`config.mk`:
```
export PLATFORM = sky130hd
export DESIGN_NAME = sfcap_dev_flat
export DESIGN_NICKNAME = d
export VERILOG_FILES = /design/src/pkg/sfcap_pkg.sv /design/src/pkg/sfcap_if.sv /design/src/core/sfcap_dev.sv /design/src/flat_wrapper.sv
export SDC_FILE = /design/constraint.sdc
export NUM_CORES = 1
export LEC_CHECK = 0
export BUFFER_PORTS_ARGS = -buffer_cell sky130_fd_sc_hd__buf_4
export CORE_MARGIN = 2
export CORE_UTILIZATION = 40
export DETAILED_ROUTE_END_ITERATION = 10
export PLACE_DENSITY_LB_ADDON = 0.12
export SYNTH_ARGS = -nofsm -noshare
export SYNTH_HDL_FRONTEND = slang
export SYNTH_SLANG_ARGS = --single-unit
```
`constraint.sdc`:
```
create_clock -name i_ref_clk -period 2.25 [get_ports i_ref_clk]
set_clock_uncertainty 0.05 [all_clocks]
set_input_delay 0.45 -clock i_ref_clk [delete_from_list [all_inputs] [get_ports i_ref_clk]]
set_output_delay 0.45 -clock i_ref_clk [all_outputs]
set_load 0.01 [all_outputs]
```
`src/pkg/sfcap_pkg.sv`:
```
// Shared constants and types for the serial flash command framing ends
package sfcap_pkg;
  localparam int unsigned OPC_W         = 8;
  localparam int unsigned ADDR_W        = 24;
  localparam int unsigned PAGE_W        = 12;
  localparam int unsigned BYTE_W        = 9;
  localparam int unsigned PAGE_LSB      = 9;
  localparam int unsigned BYTE_LSB      = 0;
  localparam int unsigned ADDR_BYTES    = 3;
  localparam int unsigned CLK_HZ        = 40_000_000;
  localparam int unsigned VCSL_US       = 70;
  localparam int unsigned PUW_MS        = 20;
  localparam int unsigned VCSL_CYC      = (VCSL_US * (CLK_HZ / 1_000_000) + 0);
  localparam int unsigned PUW_CYC       = (PUW_MS * (CLK_HZ / 1_000));
  localparam logic [3:0]  DUMMY_NONE    = 4'h0;
  localparam logic [3:0]  DUMMY_ONE     = 4'h1;
  localparam logic [3:0]  DUMMY_FOUR    = 4'h4;
  localparam logic [7:0]  OPC_85        = 8'h85;
  localparam logic [7:0]  OPC_D2        = 8'hD2;
  localparam logic [7:0]  OPC_E8        = 8'hE8;
  localparam logic [7:0]  OPC_84        = 8'h84;
  localparam logic [7:0]  OPC_87        = 8'h87;
  localparam logic [7:0]  OPC_D1        = 8'hD1;
  localparam logic [7:0]  OPC_D3        = 8'hD3;
  localparam logic [7:0]  OPC_D4        = 8'hD4;
  localparam logic [7:0]  OPC_D6        = 8'hD6;
  localparam logic [7:0]  OPC_86        = 8'h86;
  localparam logic [7:0]  OPC_88        = 8'h88;
  localparam logic [7:0]  OPC_89        = 8'h89;
  localparam logic [7:0]  OPC_NONE      = 8'h00;

  typedef enum logic [1:0] {
    SFCAP_FMT_NONE = 2'b00,
    SFCAP_FMT_BOTH = 2'b01,
    SFCAP_FMT_BYTE = 2'b10,
    SFCAP_FMT_PAGE = 2'b11
  } sfcap_fmt_t;

  typedef enum logic [2:0] {
    SFCAP_ST_OPC   = 3'b000,
    SFCAP_ST_ADDR  = 3'b001,
    SFCAP_ST_DUMMY = 3'b010,
    SFCAP_ST_DATA  = 3'b011,
    SFCAP_ST_SKIP  = 3'b100
  } sfcap_state_t;

  // Address format of one opcode
  function automatic sfcap_fmt_t sfcap_fmt(input logic [7:0] opc);
    case (opc)
      OPC_85, OPC_D2, OPC_E8:                         sfcap_fmt = SFCAP_FMT_BOTH;
      OPC_84, OPC_87, OPC_D1, OPC_D3, OPC_D4, OPC_D6: sfcap_fmt = SFCAP_FMT_BYTE;
      OPC_86, OPC_88, OPC_89:                         sfcap_fmt = SFCAP_FMT_PAGE;
      default:                                        sfcap_fmt = SFCAP_FMT_NONE;
    endcase
  endfunction

  // Trailing don't-care bytes of one opcode
  function automatic logic [3:0] sfcap_dummy(input logic [7:0] opc);
    case (opc)
      OPC_D2, OPC_E8: sfcap_dummy = DUMMY_FOUR;
      OPC_D4, OPC_D6: sfcap_dummy = DUMMY_ONE;
      default:        sfcap_dummy = DUMMY_NONE;
    endcase
  endfunction
endpackage
```
`src/pkg/sfcap_if.sv`:
```
// Serial link between the host controller and the flash command end
`timescale 1ns/1ps
`default_nettype none
interface sfcap_if;
  logic cs_n;
  logic sck;
  logic si;
  logic so_out;
  logic so_oe;
  logic so;

  assign so = so_oe ? so_out : 1'b1;

  modport dev (
    input  cs_n,
    input  sck,
    input  si,
    output so_out,
    output so_oe
  );

  modport host (
    output cs_n,
    output sck,
    output si,
    input  so
  );
endinterface
`default_nettype wire

```
`src/core/sfcap_dev.sv`:
```
// Flash end: power-up hold, mode select and command address framing
//
// Functional notes
// - Three reserved bits, 12-bit page, 9-bit byte
// - 85,D2,E8 page and byte; D2,E8 four dummies
// - 84,87,D1,D3,D4,D6 byte only; D4,D6 one dummy
// - 86,88,89 use page, ignore byte field
// - Start in clock mode 3 after reset
// - Output high impedance after reset
// - Command starts only after select falls
// - Each select fall after power-on reset samples clock idle level
// - During power-on reset ignore all commands
// - Host waits 70 us before first select
// - Host waits 20 ms before program or erase
// - After power-up enter standby, not deep sleep
`timescale 1ns/1ps
`default_nettype none
module sfcap_dev
  import sfcap_pkg::*;
(
  input  wire logic                       i_ref_clk,
  input  wire logic                       i_rst_n,
  input  wire logic                       i_por_n,
  sfcap_if.dev                            link,
  output var  logic                       o_cmd_valid,
  output var  logic [sfcap_pkg::OPC_W-1:0]  o_opcode,
  output var  logic [sfcap_pkg::PAGE_W-1:0] o_page_addr,
  output var  logic [sfcap_pkg::BYTE_W-1:0] o_byte_addr,
  output var  logic                       o_page_used,
  output var  logic                       o_byte_used,
  output var  logic                       o_mode3,
  output var  logic                       o_standby,
  output var  logic                       o_so_oe,
  output var  logic                       o_so_out
);
  import sfcap_pkg::*;

  ////////////////////////////////////////////////////////////////////////////
  // Input synchronisers
  logic [1:0]    cs_sync;
  logic [1:0]    sck_sync;
  logic [1:0]    si_sync;
  logic [1:0]    por_sync;
  logic          cs_q;
  logic          sck_q;
  logic          armed;
  sfcap_state_t  state;
  logic [4:0]    bit_cnt;
  logic [3:0]    dummy_left;
  logic [ADDR_W-1:0] shreg;
  logic [OPC_W-1:0]  opc;
  logic          cs_fall;
  logic          cs_rise;
  logic          sck_rise;
  logic          por_ok;

  always_ff @(posedge i_ref_clk or negedge i_rst_n) begin
    if (!i_rst_n) begin
      cs_sync  <= 2'b11;
      sck_sync <= 2'b11;
      si_sync  <= 2'b00;
      por_sync <= 2'b00;
    end else begin
      cs_sync  <= {cs_sync[0], link.cs_n};
      sck_sync <= {sck_sync[0], link.sck};
      si_sync  <= {si_sync[0], link.si};
      por_sync <= {por_sync[0], i_por_n};
    end
  end

  assign por_ok   = por_sync[1];
  assign cs_fall  = cs_q & ~cs_sync[1];
  assign cs_rise  = ~cs_q & cs_sync[1];
  assign sck_rise = ~sck_q & sck_sync[1] & ~cs_sync[1];

  always_ff @(posedge i_ref_clk or negedge i_rst_n) begin
    if (!i_rst_n) begin
      cs_q  <= 1'b1;
      sck_q <= 1'b1;
    end else begin
      cs_q  <= cs_sync[1];
      sck_q <= sck_sync[1];
    end
  end

  ////////////////////////////////////////////////////////////////////////////
  // Mode select and power state
  always_ff @(posedge i_ref_clk or negedge i_rst_n) begin
    if (!i_rst_n) begin
      o_mode3 <= 1'b1;
    end else if (!por_ok) begin
      o_mode3 <= 1'b1;
    end else if (cs_fall) begin
      o_mode3 <= sck_sync[1];
    end
  end

  always_ff @(posedge i_ref_clk or negedge i_rst_n) begin
    if (!i_rst_n) begin
      o_standby <= 1'b0;
    end else begin
      o_standby <= por_ok;
    end
  end

  // Armed only by a select fall seen after power-on reset
  always_ff @(posedge i_ref_clk or negedge i_rst_n) begin
    if (!i_rst_n) begin
      armed <= 1'b0;
    end else if (!por_ok || cs_rise) begin
      armed <= 1'b0;
    end else if (cs_fall) begin
      armed <= 1'b1;
    end
  end

  // Output never driven by this framing logic
  always_ff @(posedge i_ref_clk or negedge i_rst_n) begin
    if (!i_rst_n) begin
      o_so_oe  <= 1'b0;
      o_so_out <= 1'b0;
    end else begin
      o_so_oe  <= 1'b0;
      o_so_out <= 1'b0;
    end
  end
  assign link.so_oe  = o_so_oe;
  assign link.so_out = o_so_out;

  ////////////////////////////////////////////////////////////////////////////
  // Command framing
  always_ff @(posedge i_ref_clk or negedge i_rst_n) begin
    if (!i_rst_n) begin
      state      <= SFCAP_ST_OPC;
      bit_cnt    <= 5'h00;
      dummy_left <= 4'h0;
      shreg      <= '0;
      opc        <= OPC_NONE;
    end else if (!por_ok || cs_fall || cs_rise) begin
      state      <= SFCAP_ST_OPC;
      bit_cnt    <= 5'h00;
      dummy_left <= 4'h0;
    end else if (armed && sck_rise) begin
      shreg   <= {shreg[ADDR_W-2:0], si_sync[1]};
      bit_cnt <= bit_cnt + 5'h01;
      case (state)
        SFCAP_ST_OPC: begin
          if (bit_cnt == 5'(OPC_W - 1)) begin
            opc     <= {shreg[OPC_W-2:0], si_sync[1]};
            bit_cnt <= 5'h00;
            if (sfcap_fmt({shreg[OPC_W-2:0], si_sync[1]}) == SFCAP_FMT_NONE) begin
              state <= SFCAP_ST_SKIP;
            end else begin
              state <= SFCAP_ST_ADDR;
            end
          end
        end
        SFCAP_ST_ADDR: begin
          if (bit_cnt == 5'(ADDR_W - 1)) begin
            bit_cnt    <= 5'h00;
            dummy_left <= sfcap_dummy(opc);
            if (sfcap_dummy(opc) == DUMMY_NONE) begin
              state <= SFCAP_ST_DATA;
            end else begin
              state <= SFCAP_ST_DUMMY;
            end
          end
        end
        SFCAP_ST_DUMMY: begin
          if (bit_cnt == 5'(OPC_W - 1)) begin
            bit_cnt    <= 5'h00;
            dummy_left <= dummy_left - 4'h1;
            if (dummy_left == 4'h1) begin
              state <= SFCAP_ST_DATA;
            end
          end
        end
        SFCAP_ST_DATA: begin
          bit_cnt <= 5'h00;
        end
        SFCAP_ST_SKIP: begin
          bit_cnt <= 5'h00;
        end
        default: begin
          state <= SFCAP_ST_OPC;
        end
      endcase
    end
  end

  ////////////////////////////////////////////////////////////////////////////
  // Decoded command report, pulsed once dummies are done
  always_ff @(posedge i_ref_clk or negedge i_rst_n) begin
    if (!i_rst_n) begin
      o_cmd_valid <= 1'b0;
      o_opcode    <= OPC_NONE;
      o_page_addr <= '0;
      o_byte_addr <= '0;
      o_page_used <= 1'b0;
      o_byte_used <= 1'b0;
    end else begin
      o_cmd_valid <= 1'b0;
      if (por_ok && armed && sck_rise && ((state == SFCAP_ST_ADDR
          && bit_cnt == 5'(ADDR_W - 1) && sfcap_dummy(opc) == DUMMY_NONE)
          || (state == SFCAP_ST_DUMMY && bit_cnt == 5'(OPC_W - 1)
          && dummy_left == 4'h1))) begin
        o_cmd_valid <= 1'b1;
        o_opcode    <= opc;
        if (state == SFCAP_ST_ADDR) begin
          o_page_addr <= shreg[PAGE_LSB-1 +: PAGE_W];
          o_byte_addr <= {shreg[BYTE_W-2:0], si_sync[1]};
        end else begin
          o_page_addr <= o_page_addr;
          o_byte_addr <= o_byte_addr;
        end
        o_page_used <= (sfcap_fmt(opc) != SFCAP_FMT_BYTE);
        o_byte_used <= (sfcap_fmt(opc) != SFCAP_FMT_PAGE);
      end else if (por_ok && armed && sck_rise && state == SFCAP_ST_ADDR
                   && bit_cnt == 5'(ADDR_W - 1)) begin
        o_page_addr <= shreg[PAGE_LSB-1 +: PAGE_W];
        o_byte_addr <= {shreg[BYTE_W-2:0], si_sync[1]};
      end
    end
  end
endmodule
`default_nettype wire

```
`src/flat_wrapper.sv`:
```
// flat-port wrapper written by rule: the top's interface ports become plain ports
module sfcap_dev_flat import sfcap_pkg::*;
  (i_ref_clk, i_rst_n, i_por_n, o_cmd_valid, o_opcode, o_page_addr, o_byte_addr, o_page_used, o_byte_used, o_mode3, o_standby, o_so_oe, o_so_out, link_cs_n, link_sck, link_si, link_so_out, link_so_oe);
  sfcap_if link_i ();
  input  wire logic i_ref_clk;
  input  wire logic i_rst_n;
  input  wire logic i_por_n;
  output var  logic o_cmd_valid;
  output var  logic [sfcap_pkg::OPC_W-1:0] o_opcode;
  output var  logic [sfcap_pkg::PAGE_W-1:0] o_page_addr;
  output var  logic [sfcap_pkg::BYTE_W-1:0] o_byte_addr;
  output var  logic o_page_used;
  output var  logic o_byte_used;
  output var  logic o_mode3;
  output var  logic o_standby;
  output var  logic o_so_oe;
  output var  logic o_so_out;
  input wire logic [$bits(link_i.cs_n)-1:0] link_cs_n;
  input wire logic [$bits(link_i.sck)-1:0] link_sck;
  input wire logic [$bits(link_i.si)-1:0] link_si;
  output wire logic [$bits(link_i.so_out)-1:0] link_so_out;
  output wire logic [$bits(link_i.so_oe)-1:0] link_so_oe;
  assign link_i.cs_n = link_cs_n;
  assign link_i.sck = link_sck;
  assign link_i.si = link_si;
  assign link_so_out = link_i.so_out;
  assign link_so_oe = link_i.so_oe;
  sfcap_dev u_core (.i_ref_clk(i_ref_clk), .i_rst_n(i_rst_n), .i_por_n(i_por_n), .link(link_i), .o_cmd_valid(o_cmd_valid), .o_opcode(o_opcode), .o_page_addr(o_page_addr), .o_byte_addr(o_byte_addr), .o_page_used(o_page_used), .o_byte_used(o_byte_used), .o_mode3(o_mode3), .o_standby(o_standby), .o_so_oe(o_so_oe), .o_so_out(o_so_out));
endmodule
```
# Yosys cells after proc, flatten, opt, wreduce, memory -nomap -nowiden
# Cells that the tools add are included.
[word_totals]
register_bits = 85
inputBits = 6
[classes]
mux = 41
n_addsub = 2
n_reduce_logical = 38
eq_ne = 40
n_bitwise = 8
[ops]
columns = ["op", "n"]
rows = [
  ["== test 8 bit (second input constant)", 24],
  ["2-to-1 mux 12 bit", 3],
  ["2-to-1 mux 4 bit", 7],
  ["2-to-1 mux 9 bit", 3],
  ["2-to-1 mux 3 bit", 7],
  ["2-to-1 mux 5 bit", 4],
  ["case mux 5 bit (3 select lines)", 1],
  ["case mux 2 bit (3 select lines)", 2],
  ["case mux 3 bit (4 select lines)", 1],
  ["OR reduction 3 bit", 4],
  ["OR reduction 6 bit", 2],
  ["logical AND 1 bit", 10],
  ["2-to-1 mux 2 bit", 5],
  ["!= test 3 x 1 -> 1 bit (second input constant)", 3],
  ["logical NOT 4 bit", 2],
  ["!= test 2 bit (second input constant)", 4],
  ["case mux 4 bit (2 select lines)", 1],
  ["AND reduction 4 bit", 2],
  ["OR reduction 2 bit", 4],
  ["== test 3 x 2 -> 1 bit (second input constant)", 2],
  ["2-to-1 mux 1 bit", 6],
  ["case mux 3 bit (2 select lines)", 1],
  ["AND reduction 6 bit", 1],
  ["nonzero test 2 bit", 3],
  ["other kinds (17)", 27],
]

# Logic depth before layout (Yosys ltp)
[depth]
ltp_word = 13
depth_mapped = 7
mapped_depth_nobuf = 7

# Worst setup path after synthesis
# No wires, ideal clock.
[synth_timing]
path_kind = "reg2reg"
startpoint = "register u_core.bit_cnt[4]"
endpoint = "register u_core.o_opcode[0] in the netlist's numbering"
synth_period_minus_slack_ns = 2.514
path_stages_with_launch = 7
path_buffers = 1
t_arrival_ns = 2.338
path_slack_ns = -0.264
path_cell_list = "dfrtp_1 or4b_4 or4b_4 and2_0 a311o_1 buf_6 mux2_4"
[synth_via]
elab_chain_cells = 5
[synth_rtl]
columns = ["item", "line", "rtl"]
rows = [
  ["from (decl)", "sfcap_dev.sv:48", "logic [4:0] bit_cnt;"],
  ["from (signal assigned)", "sfcap_dev.sv:145", "bit_cnt <= bit_cnt + 5'h01;"],
  ["== test 5 bit / == test 5 x 3 -> 1 bit (equally long branches)", "sfcap_dev.sv:204, sfcap_dev.sv:205", ""],
  ["logical AND 1 bit, on equally long branches", "sfcap_dev.sv:204, sfcap_dev.sv:205", ""],
  ["logical AND 1 bit, on equally long branches", "sfcap_dev.sv:204, sfcap_dev.sv:206", ""],
  ["logical OR 1 bit (*)", "sfcap_dev.sv:205", "|| (state == SFCAP_ST_DUMMY && bit_cnt == 5'(OPC_W - 1)"],
  ["logical AND 1 bit (*)", "sfcap_dev.sv:203", "if (por_ok && armed && sck_rise && ((state == SFCAP_ST_ADDR"],
  ["to (signal assigned)", "sfcap_dev.sv:208", "o_opcode <= opc;"],
  ["to (decl)", "sfcap_dev.sv:26", "output var logic [sfcap_pkg::OPC_W-1:0] o_opcode,"],
]
# Every way passes the cells marked *; elsewhere a longest branch is shown, timed or not.
# A chain may end at the register's enable or synchronous reset.

# Final worst setup path
[layout_timing]
startpoint = "register u_core.state[2]"
endpoint = "register u_core.o_opcode[2] in the netlist's numbering"
[layout_via]
elab_chain_cells = 5
[layout_rtl]
columns = ["item", "line", "rtl"]
rows = [
  ["from (decl)", "sfcap_dev.sv:47", "sfcap_state_t state;"],
  ["from (signal assigned)", "sfcap_dev.sv:134", "state <= SFCAP_ST_OPC;"],
  ["from (signal assigned)", "sfcap_dev.sv:140", "state <= SFCAP_ST_OPC;"],
  ["from (signal assigned)", "sfcap_dev.sv:152", "state <= SFCAP_ST_SKIP;"],
  ["== test 3 x 1 -> 1 bit / == test 3 x 2 -> 1 bit (equally long branches)", "sfcap_dev.sv:203, sfcap_dev.sv:205", ""],
  ["logical AND 1 bit, on equally long branches", "sfcap_dev.sv:204, sfcap_dev.sv:205", ""],
  ["logical AND 1 bit, on equally long branches", "sfcap_dev.sv:204, sfcap_dev.sv:206", ""],
  ["logical OR 1 bit (*)", "sfcap_dev.sv:205", ""],
  ["logical AND 1 bit (*)", "sfcap_dev.sv:203", ""],
]
# Marked as above.

==> impl_results.md <==
* Status: finished, violations left
* Failing checks: negative setup slack
* Clock Path Buffers at 2
* Final Hold Vio Count at 0
* Fin crit share at 110%
* GRT Util Overall at 14.9%
* Crit path max fanout at 9
* Post-Place Setup Slack at -0.287 ns
* Initial core utilization at 41.0%
* Io pins at 44
* Final wirelength at 7.05 mm
* Die X at 101 um
* Synth cell types at 54
* Drt first-iter violations at 180
* Cell Area, Synth at 3790 um^2
* FF-to-FF Start: u_core.state[2]
* FF+latch count, synth at 85
* FP Rows at 35
* Post-synth ARST share at 100%
* Die ar. at 10300 um^2
* Post-detail-place hpwl at 4.78 mm
* Total power at 2.77 mW
* First drt pass iteration count at 4
* Vias in the first global route at 2371
* WP buf/inv at 1
* WS Path Type: reg2reg
* Core Area at 9240 um^2
* Antenna diodes at 0
* Worst-Skew Late Latency at 0.36 ns
* Unrepaired setup endpoints after global routing: yes
* CTS tree: yes
* Fmax at 405 MHz
* Hold WC Path Type: in2async
* Post-layout min period at 2.47 ns
* Leakage power total at 2.20 nW
* CTS Sinks at 85
* NumNets Final at 368
* Slowest stage cell, crit path: or4b_4
* Maximum vdd drop at 0.377 mV
* Pin count of the biggest net entering global routing at 48
* Htree depth at 3
* Worst slew pin tran at 0.508 ns
* Initial antenna violation count at 0
* Pwr/cell area at 612 nW/um^2
* Area growth, synth to finish at 19.4%
* Number of buffers added on ports at 39
* Cells after DPL at 476
* Avg Cell Area, Syn at 12.4 um^2
* Main flop type after synthesis: dfrtp_1
* Worst Path Required at 2.44 ns
* Via count at 2480
* Synth Instances at 307
* Slowest stage delay, CP at 0.54 ns
* Final worst setup slack at -0.222 ns
* Arrival time worst endpoint at 2.66 ns
* Fin cells at 493
* Residual DRC at 0
* Crit-path leading delay family: simple AND/OR/NAND/NOR gates
* EDFF count, synth at 0
* Slew Limit Fails at 0
* Root Driver: clkbuf_8
* Die extent in y at 101 um
* First-pass GRT wire length at 11.9 mm
* Total gr overflow at 0
* Final setup violation count at 10
* CP Cell Sequence: or4b_4 -> or4b_4 -> and2_4 -> a311o_1 -> buf_6 -> mux2_4
* Critical path endpoint category: register
* Routability cong. at 0.781
* Layout cells sized above 1 at 38.5%
* Max-Cap Viols at 0
* Warnings from Yosys at 0
* Seq/Total Area, Yosys at 56.3%
* Hold-fix buffers, CTS at 0
* WL/cell at 14.3 um
* Clock transition at path regs at 0.09 ns
* Vias per Instance at 5.03
* Normalized max-slew margin at 65.8%
* Critical path startpoint category: register
* TritonCTS buffer count at 9
* Post-route ant nets at 0
* Critical path's most frequent cell: or4b_4
* Critical path launch point: u_core.state[2]
## flip-flops by register name, summed over array words and instances (netlist names), 3 cells and up
register	count
u_core.shreg	20
u_core.o_page_addr	12
u_core.o_byte_addr	9
u_core.o_opcode	8
u_core.opc	8
u_core.bit_cnt	5
u_core.dummy_left	4
u_core.state	3
## cells by family (layout without fill, tap and decap cells)
group	Yosys count	after routing	synth area share, %
flip-flops	85	85	56.3
AND/OR/NAND/NOR	82	82	12.5
multiplexers	57	57	17.7
AO/OA/AOI/OAI	50	50	8.55
buffers and inverters	26	80	3.17
adder cells (fa/ha/maj)	4	4	1.25
XOR/XNOR	2	2	0.462
other	1	4	0.0989
## layout by cell type (no fill, tap or decap), types with 4 or more instances in the layout
master	Yosys	final
mux2_4	8	8
mux2_2	47	47
buf_4	4	51
nor2b_1	4	4
nand4bb_1	5	5
dfstp_2	7	7
a21oi_1	11	11
clkbuf_8	0	10
dfrtp_1	78	78
inv_1	10	10
o31ai_1	4	4
conb_1	1	4
o21ai_0	16	16
nand2_1	20	20
nand3_1	8	8
nor2_1	13	13
nor3_1	7	7
## power breakdown
group / leakage (nW) / switching [mW] / total [mW] / internal, mW
combinational: 0.944 / 0.0569 / 0.0828 / 0.0258
sequential: 1.15 / 0.0119 / 1.56 / 1.55
clock: 0.102 / 0.573 / 1.13 / 0.558
total: 2.20 / 0.642 / 2.77 / 2.13
## cells in the mapped netlist (3+ instances only)
| cell type | instances | area, um^2 |
|---|---|---|
| dfstp_2 | 7 | 184 |
| dfrtp_1 | 78 | 1950 |
| mux2_4 | 8 | 120 |
| o41ai_1 | 3 | 26.3 |
| nand2_1 | 20 | 75.1 |
| inv_1 | 10 | 37.5 |
| nor2b_1 | 4 | 25.0 |
| a21oi_1 | 11 | 55.1 |
| nor2_1 | 13 | 48.8 |
| buf_4 | 4 | 30.0 |
| nand3_1 | 8 | 40.0 |
| o31ai_1 | 4 | 30.0 |
| or2_2 | 3 | 18.8 |
| nor3b_1 | 3 | 22.5 |
| nor3_1 | 7 | 35.0 |
| clkbuf_1 | 9 | 33.8 |
| nor4_1 | 3 | 18.8 |
| mux2_2 | 47 | 529 |
| nand4bb_1 | 5 | 56.3 |
| ha_1 | 3 | 37.5 |
| o21ai_0 | 16 | 80.1 |
## stage by stage
step | area [um^2] | setup TNS [ns] | utilization [%] | hold slack, ns
floorplan | 3800 | -1.84 | - | 0.104
global placement | 4310 | -2.54 | 46.6 | 0.282
detailed placement | 4310 | -2.79 | 46.6 | 0.286
CTS | 4520 | -2.68 | 48.9 | 0.0233
finish | 4530 | -2.08 | 49.0 | 0.00876
global route | 4530 | -2.47 | 49.0 | 0.0381
## per-layer routing
layer / vias up / routed length, um / global-route usage (%)
met3: 9 / 348 / 4.21
met4: 0 / 119 / 5.93
met2: 57 / 3070 / 21.7
met5: - / 0 / 0
met1: 1207 / 3510 / 21.3
li1: 1207 / - / -
## area by class of cell
class / count / area, um^2
fill: 836 / 4710
sequential: 85 / 2140
multi-input combinational: 199 / 1550
timing repair buffer: 54 / 434
tap: 129 / 161
clock buffer: 11 / 141
clock inverter: 5 / 66.3
inverter: 10 / 37.5
## path summary, 6_finish.rpt
path	end	slack, ns	cells past startpoint
min in group i_ref_clk	u_core.si_sync[0]	0.14	1
max in group asynchronous	u_core.o_page_addr[9]	1.51	2
setup reg to reg	u_core.o_opcode[2]	-0.22	6
hold reg to reg	u_core.por_sync[1]	0.30	0
setup / recovery	u_core.o_opcode[2]	-0.22	6
hold / removal	u_core.o_opcode[3]	0.009	1
## repair_timing
item / CTS / global route
setup endpoints to repair: 10 / 10
setup buffers: 0 / 1
gates resized for setup: 1 / 1
pin swaps: 0 / 1
Power figures use the tool's default switching activity.
